File: src/uieb_pkg.sv
// Purpose: shared constants for the serial port enable and rate block
// Assumes: 32-bit axi4-lite register bus, 200 MHz aclk
// Notes: register offsets are byte addresses
package uieb_pkg;
   localparam logic [7:0] OFS_IRQ_EN = 8'h00;
   localparam logic [7:0] OFS_DIV_LO = 8'h04;
   localparam logic [7:0] OFS_DIV_HI = 8'h08;
   localparam logic [7:0] OFS_SCRATCH = 8'h0C;
   localparam logic [7:0] OFS_CONFIG = 8'h10;
   localparam logic [7:0] OFS_IDENT = 8'h14;
   localparam logic [7:0] OFS_EVT_STAT = 8'h18;
   localparam logic [7:0] OFS_EVT_MASK = 8'h1C;
   // interrupt enable field positions
   localparam int EN_RX = 0;
   localparam int EN_TX = 1;
   localparam int EN_LINE = 2;
   localparam int EN_MODEM = 3;
   localparam logic [7:0] IRQ_EN_WMASK = 8'h0F;
   // config register fields
   localparam int CFG_PREDIV_LSB = 0;
   localparam int CFG_SPEED_LSB = 6;
   localparam int CFG_HS_IRQ = 2;
   localparam logic [1:0] SPEED_HIGH = 2'h3;
   localparam logic [1:0] PREDIV_13 = 2'h0;
   localparam logic [1:0] PREDIV_1P625 = 2'h1;
   localparam logic [1:0] PREDIV_1P0 = 2'h2;
   // reference pre-divide as numerator/denominator steps (13, 13/8, 1)
   localparam logic [4:0] PRE_NUM_13 = 5'h0D;
   localparam logic [4:0] PRE_NUM_1P625 = 5'h0D;
   localparam logic [4:0] PRE_DEN_1P625 = 5'h08;
   localparam logic [4:0] PRE_ONE = 5'h01;
   // identity codes reported for priority
   localparam logic [1:0] ID_LINE = 2'h3;
   localparam logic [1:0] ID_RX = 2'h2;
   localparam logic [1:0] ID_TX = 2'h1;
   localparam logic [1:0] ID_MODEM = 2'h0;
   localparam logic [1:0] RESP_OKAY = 2'h0;
   localparam logic [1:0] RESP_SLVERR = 2'h2;
   // reference 24 MHz tick derived from 200 MHz: phase step 3 of 25
   localparam logic [4:0] REF_STEP = 5'h03;
   localparam logic [4:0] REF_MOD = 5'h19;
   localparam logic [15:0] DIV_RESET = 16'h0001;
endpackage : uieb_pkg

File: src/uieb_top.sv
// What this block does
// - enable register upper four bits always read zero
// - enable bit 3 gates handshake status change onto interrupt
// - enable bit 2 gates receive line error onto interrupt
// - enable bit 1 gates transmit holding empty onto interrupt
// - enable bit 0 gates receive data ready or trigger onto interrupt
// - all enables clear means no port_irq; each source gated alone
// - low and high bytes form 16-bit divisor of pre-divided reference
// - divided output is sixteen times bit rate, shared by tx and rx
// - high-speed mode bits divide undivided 24 MHz by same divisor
// - high-speed divisor one gives 1.5 Mbit/s
// - config selects pre-divider 13, 1.625 or 1.0
// - scratch byte stores and returns any byte, no side effect
// - port_irq output only while handshake control bit 3 is one; the event irq output is not gated by it
// - priority: line, receive, transmit, handshake; code in bits 2:1
//
// Purpose: interrupt enables and rate generator of a serial port
// Assumes: axi4-lite slave, one clock aclk at 200 MHz
// Notes: the 24 MHz reference is a tick derived from aclk
//
// The implementer's own choices: the AXI4-Lite slave port and the address map.
`timescale 1ns/1ps
module uieb_top #(
   parameter int DIV_W = 16
) (
   input wire logic aclk, // system clock
   input wire logic aresetn, // synchronous reset, active low
   input wire logic [7:0] s_axi_awaddr, // write address
   input wire logic s_axi_awvalid, // write address valid
   output logic s_axi_awready, // write address ready
   input wire logic [31:0] s_axi_wdata, // write data
   input wire logic [3:0] s_axi_wstrb, // write byte strobes
   input wire logic s_axi_wvalid, // write data valid
   output logic s_axi_wready, // write data ready
   output logic [1:0] s_axi_bresp, // write response
   output logic s_axi_bvalid, // write response valid
   input wire logic s_axi_bready, // write response ready
   input wire logic [7:0] s_axi_araddr, // read address
   input wire logic s_axi_arvalid, // read address valid
   output logic s_axi_arready, // read address ready
   output logic [31:0] s_axi_rdata, // read data
   output logic [1:0] s_axi_rresp, // read response
   output logic s_axi_rvalid, // read data valid
   input wire logic s_axi_rready, // read data ready
   input wire logic line_error_pend, // receive line error pending
   input wire logic rx_ready_pend, // receive data ready or trigger
   input wire logic tx_empty_pend, // transmit holding buffer empty
   input wire logic modem_change_pend, // handshake status change pending
   input wire logic handshake_irq_gate, // handshake control bit 3
   output logic port_irq, // serial port interrupt output
   output logic [1:0] irq_identity, // priority code of pending source
   output logic irq_none, // high when nothing enabled is pending
   output logic baud16_tick, // 16x bit-rate enable pulse
   output logic irq // event interrupt, level
);
   // ---- register state
   logic [3:0] irq_en;
   logic [7:0] div_lo;
   logic [7:0] div_hi;
   logic [7:0] scratch_byte;
   logic [1:0] speed_mode_config;
   logic [1:0] prediv_config;
   logic [1:0] evt_stat;
   logic [1:0] evt_mask;
   logic [DIV_W-1:0] div_cnt;

   // ---- bus state
   logic aw_held;
   logic w_held;
   logic [7:0] aw_addr;
   logic [31:0] w_data;
   logic [3:0] w_strb;

   // write channel: accept address and data in any order
   assign s_axi_awready = !aw_held && !s_axi_bvalid;
   assign s_axi_wready = !w_held && !s_axi_bvalid;

   wire aw_fire = s_axi_awvalid && s_axi_awready;
   wire w_fire = s_axi_wvalid && s_axi_wready;
   wire have_aw = aw_held || aw_fire;
   wire have_w = w_held || w_fire;
   wire do_write = have_aw && have_w && !s_axi_bvalid;
   wire [7:0] wr_addr = aw_held ? aw_addr : s_axi_awaddr;
   wire [31:0] wr_data = w_held ? w_data : s_axi_wdata;
   wire [3:0] wr_strb = w_held ? w_strb : s_axi_wstrb;
   wire [7:0] wr_byte = wr_data[7:0];
   wire wr_lane0 = wr_strb[0];

   // write decode
   wire wr_ok = (wr_addr == uieb_pkg::OFS_IRQ_EN)
      || (wr_addr == uieb_pkg::OFS_DIV_LO)
      || (wr_addr == uieb_pkg::OFS_DIV_HI)
      || (wr_addr == uieb_pkg::OFS_SCRATCH)
      || (wr_addr == uieb_pkg::OFS_CONFIG)
      || (wr_addr == uieb_pkg::OFS_IDENT)
      || (wr_addr == uieb_pkg::OFS_EVT_STAT)
      || (wr_addr == uieb_pkg::OFS_EVT_MASK);
   wire wr_en_irq = do_write && wr_lane0
      && (wr_addr == uieb_pkg::OFS_IRQ_EN);
   wire wr_en_lo = do_write && wr_lane0
      && (wr_addr == uieb_pkg::OFS_DIV_LO);
   wire wr_en_hi = do_write && wr_lane0
      && (wr_addr == uieb_pkg::OFS_DIV_HI);
   wire wr_en_scr = do_write && wr_lane0
      && (wr_addr == uieb_pkg::OFS_SCRATCH);
   wire wr_en_cfg = do_write && wr_lane0
      && (wr_addr == uieb_pkg::OFS_CONFIG);
   wire wr_en_mask = do_write && wr_lane0
      && (wr_addr == uieb_pkg::OFS_EVT_MASK);

   // write channel holding registers and response
   always_ff @(posedge aclk) begin
      if (!aresetn) begin
         aw_held <= 1'b0;
         w_held <= 1'b0;
         aw_addr <= 8'h00;
         w_data <= 32'h0000_0000;
         w_strb <= 4'h0;
         s_axi_bvalid <= 1'b0;
         s_axi_bresp <= uieb_pkg::RESP_OKAY;
      end else begin
         if (aw_fire && !do_write) begin
            aw_held <= 1'b1;
            aw_addr <= s_axi_awaddr;
         end
         if (w_fire && !do_write) begin
            w_held <= 1'b1;
            w_data <= s_axi_wdata;
            w_strb <= s_axi_wstrb;
         end
         if (do_write) begin
            aw_held <= 1'b0;
            w_held <= 1'b0;
            s_axi_bvalid <= 1'b1;
            s_axi_bresp <= wr_ok ? uieb_pkg::RESP_OKAY
                                 : uieb_pkg::RESP_SLVERR;
         end else if (s_axi_bready) begin
            s_axi_bvalid <= 1'b0;
         end
      end
   end

   // control registers written by software
   always_ff @(posedge aclk) begin
      if (!aresetn) begin
         irq_en <= 4'h0;
         div_lo <= uieb_pkg::DIV_RESET[7:0];
         div_hi <= uieb_pkg::DIV_RESET[15:8];
         scratch_byte <= 8'h00;
         speed_mode_config <= 2'h0;
         prediv_config <= uieb_pkg::PREDIV_13;
         evt_mask <= 2'h0;
      end else begin
         if (wr_en_irq) begin
            irq_en <= wr_byte[3:0];
         end
         if (wr_en_lo) begin
            div_lo <= wr_byte;
         end
         if (wr_en_hi) begin
            div_hi <= wr_byte;
         end
         if (wr_en_scr) begin
            scratch_byte <= wr_byte;
         end
         if (wr_en_cfg) begin
            prediv_config <= wr_byte[uieb_pkg::CFG_PREDIV_LSB +: 2];
            speed_mode_config <= wr_byte[uieb_pkg::CFG_SPEED_LSB +: 2];
         end
         if (wr_en_mask) begin
            evt_mask <= wr_byte[1:0];
         end
      end
   end

   // ---- interrupt gating and priority; pending inputs are never stored,
   // so a cleared enable only masks the condition
   wire [3:0] pend = {modem_change_pend, line_error_pend,
                      tx_empty_pend, rx_ready_pend};
   wire [3:0] gated = pend & irq_en;
   wire any_gated = |gated;

   // priority code: line, receive, transmit, handshake
   wire [1:0] next_identity =
      gated[uieb_pkg::EN_LINE] ? uieb_pkg::ID_LINE :
      gated[uieb_pkg::EN_RX] ? uieb_pkg::ID_RX :
      gated[uieb_pkg::EN_TX] ? uieb_pkg::ID_TX :
      uieb_pkg::ID_MODEM;

   // registered interrupt outputs
   always_ff @(posedge aclk) begin
      if (!aresetn) begin
         port_irq <= 1'b0;
         irq_identity <= uieb_pkg::ID_MODEM;
         irq_none <= 1'b1;
      end else begin
         port_irq <= any_gated && handshake_irq_gate;
         irq_identity <= next_identity;
         irq_none <= !any_gated;
      end
   end

   // ---- rate generator: 24 MHz tick, then pre-divide, then divisor
   logic ref24_tick;
   logic pre_tick;
   logic [4:0] pre_step;
   logic [4:0] pre_mod;
   wire high_speed = (speed_mode_config == uieb_pkg::SPEED_HIGH);

   uieb_frac_tick #(.W(5)) u_ref (
      .aclk(aclk),
      .aresetn(aresetn),
      .tick_in(1'b1),
      .step(uieb_pkg::REF_STEP),
      .modulus(uieb_pkg::REF_MOD),
      .tick_out(ref24_tick)
   );

   // pre-divider selection; high speed bypasses it
   assign pre_step = (high_speed || prediv_config == uieb_pkg::PREDIV_1P0)
      ? uieb_pkg::PRE_ONE
      : (prediv_config == uieb_pkg::PREDIV_1P625)
         ? uieb_pkg::PRE_DEN_1P625 : uieb_pkg::PRE_ONE;
   assign pre_mod = (high_speed || prediv_config == uieb_pkg::PREDIV_1P0)
      ? uieb_pkg::PRE_ONE
      : (prediv_config == uieb_pkg::PREDIV_1P625)
         ? uieb_pkg::PRE_NUM_1P625 : uieb_pkg::PRE_NUM_13;

   uieb_frac_tick #(.W(5)) u_pre (
      .aclk(aclk),
      .aresetn(aresetn),
      .tick_in(ref24_tick),
      .step(pre_step),
      .modulus(pre_mod),
      .tick_out(pre_tick)
   );

   // programmable divisor: zero is treated as one
   wire [DIV_W-1:0] divisor = DIV_W'({div_hi, div_lo});
   wire [DIV_W-1:0] div_last = (divisor == '0) ? '0
      : DIV_W'(divisor - DIV_W'(1));
   wire div_wrap = pre_tick && (div_cnt >= div_last);

   // 16x tick counter, divisor one passes every pre-divided tick
   always_ff @(posedge aclk) begin
      if (!aresetn) begin
         div_cnt <= '0;
         baud16_tick <= 1'b0;
      end else begin
         baud16_tick <= div_wrap;
         if (pre_tick) begin
            div_cnt <= div_wrap ? '0 : DIV_W'(div_cnt + DIV_W'(1));
         end
      end
   end

   // ---- event status: enabled interrupt rises, divisor wrap seen
   logic port_irq_d;
   wire [1:0] evt_set = {baud16_tick, port_irq && !port_irq_d};
   wire rd_stat = s_axi_arvalid && s_axi_arready
      && (s_axi_araddr == uieb_pkg::OFS_EVT_STAT);

   // sticky events, read clears, set wins over clear
   always_ff @(posedge aclk) begin
      if (!aresetn) begin
         evt_stat <= 2'h0;
         port_irq_d <= 1'b0;
      end else begin
         port_irq_d <= port_irq;
         evt_stat <= (rd_stat ? 2'h0 : evt_stat) | evt_set;
      end
   end

   assign irq = |(evt_stat & evt_mask);

   // ---- read channel
   assign s_axi_arready = !s_axi_rvalid;

   logic [7:0] rd_byte;
   logic rd_ok;
   // read data select
   always_comb begin
      rd_ok = 1'b1;
      case (s_axi_araddr)
         uieb_pkg::OFS_IRQ_EN: rd_byte = {4'h0, irq_en};
         uieb_pkg::OFS_DIV_LO: rd_byte = div_lo;
         uieb_pkg::OFS_DIV_HI: rd_byte = div_hi;
         uieb_pkg::OFS_SCRATCH: rd_byte = scratch_byte;
         uieb_pkg::OFS_CONFIG: rd_byte = {speed_mode_config, 4'h0,
                                          prediv_config};
         uieb_pkg::OFS_IDENT: rd_byte = {5'h00, irq_identity, irq_none};
         uieb_pkg::OFS_EVT_STAT: rd_byte = {6'h00, evt_stat};
         uieb_pkg::OFS_EVT_MASK: rd_byte = {6'h00, evt_mask};
         default: begin
            rd_byte = 8'h00;
            rd_ok = 1'b0;
         end
      endcase
   end

   // read response register
   always_ff @(posedge aclk) begin
      if (!aresetn) begin
         s_axi_rvalid <= 1'b0;
         s_axi_rdata <= 32'h0000_0000;
         s_axi_rresp <= uieb_pkg::RESP_OKAY;
      end else if (s_axi_arvalid && s_axi_arready) begin
         s_axi_rvalid <= 1'b1;
         s_axi_rdata <= {24'h000000, rd_byte};
         s_axi_rresp <= rd_ok ? uieb_pkg::RESP_OKAY : uieb_pkg::RESP_SLVERR;
      end else if (s_axi_rready) begin
         s_axi_rvalid <= 1'b0;
      end
   end
endmodule : uieb_top

File: src/uieb_frac_tick.sv
// Purpose: fractional tick divider, emits step/modulus rate of its input ticks
// Assumes: step not above modulus
// Notes: one-cycle output pulse per wrap
`timescale 1ns/1ps
module uieb_frac_tick #(
   parameter int W = 5
) (
   input wire logic aclk, // system clock
   input wire logic aresetn, // synchronous reset, active low
   input wire logic tick_in, // input tick
   input wire logic [W-1:0] step, // phase step per tick
   input wire logic [W-1:0] modulus, // wrap value
   output logic tick_out // one-cycle output tick
);
   logic [W-1:0] phase;
   logic [W:0] sum;
   logic wrap;

   // phase accumulate and wrap detect
   assign sum = {1'b0, phase} + {1'b0, step};
   assign wrap = tick_in && (sum >= {1'b0, modulus});

   // accumulator and output pulse
   always_ff @(posedge aclk) begin
      if (!aresetn) begin
         phase <= '0;
         tick_out <= 1'b0;
      end else begin
         tick_out <= wrap;
         if (tick_in) begin
            phase <= wrap ? W'(sum - {1'b0, modulus}) : sum[W-1:0];
         end
      end
   end
endmodule : uieb_frac_tick

File: config.mk
export PLATFORM = sky130hd
export DESIGN_NAME = uieb_top
export DESIGN_NICKNAME = d
export VERILOG_FILES = /design/src/uieb_pkg.sv /design/src/uieb_top.sv /design/src/uieb_frac_tick.sv
export SDC_FILE = /design/constraint.sdc
export NUM_CORES = 1
export LEC_CHECK = 0
export BUFFER_PORTS_ARGS = -buffer_cell sky130_fd_sc_hd__buf_2
export CORE_MARGIN = 10
export CORE_UTILIZATION = 35
export DETAILED_ROUTE_END_ITERATION = 7
export GPL_TIMING_DRIVEN = 0
export PLACE_DENSITY_LB_ADDON = 0.1
export SYNTH_ARGS = -nofsm -noshare
export SYNTH_HDL_FRONTEND = slang
export SYNTH_SLANG_ARGS = --single-unit
File: constraint.sdc
create_clock -name aclk -period 6.8 [get_ports aclk]
set_input_delay 1.36 -clock aclk [delete_from_list [all_inputs] [get_ports aclk]]
set_output_delay 1.36 -clock aclk [all_outputs]
set_load 0.005 [all_outputs]
# Yosys cells after proc, flatten, opt, wreduce, memory -nomap -nowiden
# Cells that the tools add are included.
[word_totals]
ff_bits = 103
inputBits = 64
output_inout_bits = 47
word_cells = 127
[op_classes]
n_addsub = 6
order_cmp = 3
eq_ne = 17
n_mux = 22
bitwise_logic = 4
reduce_logical = 47
[ops]
columns = ["operator", "count"]
rows = [
  ["$eq A8 B5 Y1 const B", 8],
  ["$pmux W8 S8", 1],
  ["$eq A8 B4 Y1 const B", 4],
  ["$mux W16", 2],
  ["$logic_and A1 B1 Y1", 21],
  ["$add A16 B1 Y16 const B", 1],
  ["$eq A8 B3 Y1 const B", 2],
  ["$ge A16 B16 Y1", 1],
  ["$logic_not A16 Y1", 1],
  ["$logic_not A8 Y1", 2],
  ["$mux W8", 2],
  ["$sub A16 B1 Y16 const B", 1],
  ["$mux W4", 3],
  ["$logic_or A1 B1 Y1", 10],
  ["$mux W2", 5],
  ["$mux W5", 2],
  ["$reduce_or A8 Y1", 1],
  ["$logic_not A1 Y1", 7],
  ["$mux W1", 7],
  ["$add A5 B2 Y6 const B", 1],
  ["$add A5 B4 Y6", 1],
  ["$ge A6 B4 Y1", 1],
  ["$ge A6 B5 Y1 const B", 1],
  ["$sub A5 B4 Y5", 1],
  ["other kinds (10)", 13],
]

# Depth between registers and ports, before layout
[depth]
depth_word = 10
mapped_depth = 13

# By module
# Synthesis repeated with hierarchy kept, for this count alone.
[hier_totals]
hier_cells = 698
hier_area_um2 = 6044.5
[by_module_without_submodules]
columns = ["mod", "instances", "cells_per_inst", "area_each_um2", "seq_area_each_um2"]
rows = [
  ["uieb_top", 1, 550, 4798.4, 1781.7],
  ["uieb_frac_tick", 2, 74, 623.1, 120.1],
]

# Worst setup path before layout
# No wires, ideal clock.
[synth_path]
path_kind = "reg-to-reg"
from = "reg div_lo[2]"
to = "reg div_cnt[10]"
setup_time_ps = 117
arrival_ps = 2912
setup_slack_ps = 3770
path_stages_with_launch = 14
n_path_buf = 2
synth_period_minus_slack_ps = 3030
path_cell_list = "dfxtp_1 -> buf_6 -> or4_4 -> nor4_4 -> nand2_1 -> xnor2_1 -> nand2_1 -> ha_1 -> nand4_1 -> nor3_1 -> nand4b_1 -> a32oi_2 -> buf_2 -> nor2_1"
[synth_via]
elab_chain_len = 5
word_cells_on_any_way = 6
classes_between = "add/sub: 1; order compare: 1; mux: 2; reduce/logical: 2"
[synth_lines]
columns = ["item", "line", "text"]
rows = [
  ["start: declaration", "uieb_top.sv:58", "logic [7:0] div_lo;"],
  ["start signal: assignment", "uieb_top.sv:147", "div_lo <= uieb_pkg::DIV_RESET[7:0];"],
  ["start signal: assignment", "uieb_top.sv:158", "div_lo <= wr_byte;"],
  ["$sub A16 B1 Y16 or $logic_not A16 Y1 (tied branches)", "uieb_top.sv:241, uieb_top.sv:240", ""],
  ["$mux W16 (*)", "uieb_top.sv:240", "wire [DIV_W-1:0] div_last = (divisor == '0) ? '0"],
  ["$ge A16 B16 Y1 (*)", "uieb_top.sv:242", "wire div_wrap = pre_tick && (div_cnt >= div_last);"],
  ["$logic_and A1 B1 Y1 (*)", "uieb_top.sv:242", ""],
  ["$mux W16 (*)", "uieb_top.sv:252", "div_cnt <= div_wrap ? '0 : DIV_W'(div_cnt + DIV_W'(1));"],
  ["end signal: assignment", "uieb_top.sv:252", ""],
  ["end: declaration", "uieb_top.sv:65", "logic [DIV_W-1:0] div_cnt;"],
]
# Mark *: on every way between the ends. The rest lies on a longest branch, timed or not.
# A chain may end at the register's enable or synchronous reset.

# Worst setup path after layout
[layout_path]
from = "reg div_lo[2]"
to = "reg div_cnt[14]"
# Same word-level chain as after synthesis.

==> flow_results.xml <==
<?xml version="1.0" encoding="UTF-8"?>
<metrics>
  <group name="yosys">
    <metric name="async_flop_share" unit="">0</metric>
    <metric name="mappedNetlistArea" unit="um^2">5688</metric>
    <metric name="synthesized_area_divided_by_synthesized_cell_count" unit="um^2">8.751</metric>
    <metric name="synthDistinctLibCells" unit="">66</metric>
    <metric name="syn_inst" unit="">650</metric>
    <metric name="postSynth.topFlopCell" unit="">sky130_fd_sc_hd__dfxtp_1</metric>
    <metric name="synth-edff-count" unit="">0</metric>
    <metric name="ys_seq_elements" unit="">101</metric>
    <metric name="seq_area_frac_synth" unit="">0.3555</metric>
    <metric name="yosysWarnings" unit="">0</metric>
  </group>
  <group name="timing">
    <metric name="maxSlewHeadroom" unit="">0.5729</metric>
    <metric name="rsz0062_at_grt" unit="">false</metric>
    <metric name="fmax" unit="MHz">288.3</metric>
    <metric name="final_count_of_hold_timing_violations" unit="">0</metric>
    <metric name="timing.final.setup_violations" unit="">0</metric>
    <metric name="min_period_over_period" unit="">0.5100</metric>
    <metric name="worst_slew_pin_slew" unit="ps">640.6</metric>
    <metric name="worst_slack" unit="ps">3332</metric>
    <metric name="setup-tns-final" unit="ps">0</metric>
    <metric name="fin_crit" unit="ps">3468</metric>
    <metric name="final_max_slew_viol_count" unit="">0</metric>
    <metric name="fin_skew" unit="ps">11.71</metric>
  </group>
  <group name="clock_network">
    <metric name="numClockSinks" unit="">101</metric>
    <metric name="clk_pin_slew_worst_paths" unit="ps">70</metric>
    <metric name="clock_insertion_delay_worst_skew" unit="ps">350</metric>
    <metric name="h-tree-depth" unit="">3</metric>
    <metric name="clock_tree.root_cell" unit="">sky130_fd_sc_hd__clkbuf_16</metric>
    <metric name="maximum_clock_path_buffer_count" unit="">2</metric>
    <metric name="holdBufCountCts" unit="">0</metric>
    <metric name="tritoncts_clock_tree" unit="">done</metric>
    <metric name="post_cts_resize_count" unit="">0</metric>
    <metric name="cts_made_buffers" unit="">9</metric>
    <metric name="post_cts.repair.setup_buffers" unit="">0</metric>
  </group>
  <group name="layout">
    <metric name="post-route-util" unit="">0.4175</metric>
    <metric name="share_of_final_layout_standard_cells_stronger_than_drive_strength_1" unit="">0.1756</metric>
    <metric name="antenna-diode-count" unit="">0</metric>
    <metric name="fin_cells" unit="">962</metric>
    <metric name="finalNetCount" unit="">834</metric>
    <metric name="syn_to_final_growth" unit="%">16.59</metric>
  </group>
  <group name="routing">
    <metric name="detail_route.wirelength" unit="um">15320</metric>
    <metric name="route.antenna.remaining_nets" unit="">0</metric>
    <metric name="routedWlPerCell" unit="um">15.93</metric>
    <metric name="dr.pass1.iters" unit="">4</metric>
    <metric name="vias" unit="">4750</metric>
    <metric name="drt_iter0_markers" unit="">194</metric>
    <metric name="drc" unit="">0</metric>
    <metric name="avgViaCountPerCell" unit="">4.938</metric>
  </group>
  <group name="power">
    <metric name="peakVddDrop" unit="mV">0.1224</metric>
    <metric name="total_power" unit="W">0.001337</metric>
    <metric name="pwr_density_cell" unit="nW/um^2">201.6</metric>
    <metric name="p_leak" unit="nW">2.853</metric>
  </group>
  <group name="critical_path">
    <metric name="cp.required" unit="ps">7030</metric>
    <metric name="critPathArrivalTime" unit="ps">3700</metric>
    <metric name="worstPathCellList" unit="">buf_6 -&gt; or4_4 -&gt; nor4_4 -&gt; nand2_1 -&gt; xnor2_1 -&gt; nand2_1 -&gt; ha_1 -&gt; nand4_1 -&gt; nor3_1 -&gt; nand4b_1 -&gt; a32oi_2 -&gt; buf_2 -&gt; nor2_1</metric>
    <metric name="critical_path.top_delay_family" unit="">simple AND/OR/NAND/NOR gates</metric>
    <metric name="timing.setup.critical_path_class" unit="">register to register</metric>
    <metric name="critPathSlowestCell" unit="">sky130_fd_sc_hd__or4_4</metric>
    <metric name="biggest_fanout_along_the_worst_timing_path" unit="">10</metric>
    <metric name="worstSetupEndpointType" unit="">register</metric>
    <metric name="timing.critical_path.mode_cell" unit="">sky130_fd_sc_hd__nand2_1</metric>
    <metric name="critPathBufInv" unit="">2</metric>
    <metric name="critPathMaxStageDelay" unit="ps">540</metric>
    <metric name="critical_path.startpoint_type" unit="">register</metric>
  </group>
  <group name="floorplan">
    <metric name="fp.dieH" unit="um">147.5</metric>
    <metric name="io_pins" unit="">111</metric>
    <metric name="die_width" unit="um">147.5</metric>
    <metric name="initial_utilization" unit="">0.3581</metric>
    <metric name="design.die.area" unit="um^2">21750</metric>
    <metric name="core_area" unit="um^2">15890</metric>
    <metric name="rows" unit="">46</metric>
  </group>
  <group name="global_route">
    <metric name="groute.usage.overall" unit="">0.1434</metric>
    <metric name="grt_antenna_before_repair" unit="">0</metric>
    <metric name="grt_start_max_net_pins" unit="">16</metric>
    <metric name="gr-total-overflow" unit="">0</metric>
    <metric name="wire_length_of_the_first_global_routing_pass" unit="um">25290</metric>
    <metric name="grt_pass1_vias" unit="">4803</metric>
  </group>
  <group name="place">
    <metric name="place.detailed.hpwl" unit="um">12120</metric>
    <metric name="gp_congestion" unit="">0.8598</metric>
    <metric name="numPlacedInstances" unit="">946</metric>
    <metric name="number_of_i_o_port_buffers" unit="">55</metric>
    <metric name="dpl_worst_slack" unit="ps">3320</metric>
  </group>
  <group name="run">
    <metric name="maxCapViolCount" unit="">0</metric>
  </group>
  <group name="outcome">
    <metric name="status" unit="">finished, final reports clean</metric>
  </group>
  <group name="worst_hold_path">
    <metric name="hold_path_class" unit="">register to register</metric>
  </group>
</metrics>
[tightest hold or removal path: cells and delay by family (launching register included)]
kind	cells	cell delay, ps
simple gates	2	100
flops	1	310
[Yosys cell counts (all sizes together) (5+ instances only)]
| master | instances | area share |
|---|---|---|
| nand3 | 45 | 0.040 |
| nand4 | 10 | 0.012 |
| dfxtp | 101 | 0.36 |
| nor3 | 11 | 0.011 |
| mux2 | 11 | 0.022 |
| a21oi | 16 | 0.014 |
| and3 | 6 | 0.0066 |
| nor2b | 31 | 0.034 |
| a22oi | 8 | 0.011 |
| nand2 | 67 | 0.044 |
| ha | 29 | 0.064 |
| xnor2 | 20 | 0.031 |
| inv | 22 | 0.015 |
| xor2 | 18 | 0.028 |
| nand3b | 6 | 0.0079 |
| nor4 | 6 | 0.013 |
| nor2 | 39 | 0.026 |
| and2 | 7 | 0.0077 |
| buf | 39 | 0.046 |
| clkbuf | 15 | 0.0099 |
| o21ai | 39 | 0.034 |
| mux2i | 38 | 0.067 |
| nand2b | 8 | 0.0088 |
| o22ai | 5 | 0.0055 |
[placed cells by master, fill, tap and decap left out, drive strengths merged, types with 16 or more instances in the layout]
cell type    n
xnor2       20
nor2b       31
xor2        18
o21ai       39
nor2        39
ha          29
a21oi       16
clkbuf      28
nand2       67
nand3       45
buf         94
mux2i       38
conb        26
inv         22
dfxtp      101
[power by group]
group,internal (W),total (W),switching (W)
combinational,0.0000801,0.000183,0.000103
sequential,0.000609,0.000627,0.0000175
clock,0.000306,0.000528,0.000222
total,0.000995,0.00134,0.000342
[flip-flops by register name, indices dropped and copies added (netlist names), 4 cells and up]
| signal | flops |
|---|---|
| aw_addr | 8 |
| div_cnt | 16 |
| div_hi | 8 |
| div_lo | 8 |
| irq_en | 4 |
| s_axi_rdata | 8 |
| scratch_byte | 8 |
| u_pre.phase | 5 |
| u_ref.phase | 5 |
| w_data | 8 |
[per-layer routing]
layer	share of wire	up-vias	routed length (um)	global-route usage
met1	0.46	2232	7120	0.1832
met2	0.48	96	7370	0.2347
met4	0.0068	0	104	0.03915
li1	-	2414	-	-
met3	0.047	8	727	0.03571
met5	0	-	0	0
[kinds of logic after synthesis]
| family | after synthesis | synth area share |
|---|---|---|
| AOI/OAI and AO/OA | 103 | 0.1205 |
| and+or+nand+nor | 251 | 0.2336 |
| muxes | 51 | 0.09657 |
| buffers and inverters | 76 | 0.07083 |
| adders and majority gates | 29 | 0.06379 |
| xor gates and xnor gates | 38 | 0.05851 |
| DFF | 101 | 0.3555 |
| other | 1 | 0.0006593 |
[layout make-up]
type / instances / area (um^2)
clock inverter: 3 / 43.79
inverter: 22 / 82.58
tap: 216 / 270.3
buffer: 54 / 320.3
multi-input combinational: 498 / 3357
fill: 1611 / 9254
clock buffer: 13 / 260.3
timing repair buffer: 55 / 275.3
sequential: 101 / 2022
[through the flow]
stage	cell area, um^2	hold WS (ps)
after floorplan	5782	438.1
after global placement	6327	441.9
after detailed placement	6327	445.4
after CTS	6631	454.0
after global routing	6631	484.9
final	6631	456.1
[path summary, 6_finish.rpt]
kind | start | endpoint | slack, ps | cells past startpoint
hold / removal | s_axi_rdata[0] | s_axi_rdata[0] | 460 | 2
setup reg to reg | div_lo[2] | div_cnt[14] | 3330 | 13
hold reg to reg | s_axi_rdata[0] | s_axi_rdata[0] | 460 | 2
setup / recovery | div_lo[2] | div_cnt[14] | 3330 | 13
No activity file was read; power rests on OpenSTA's default activity.
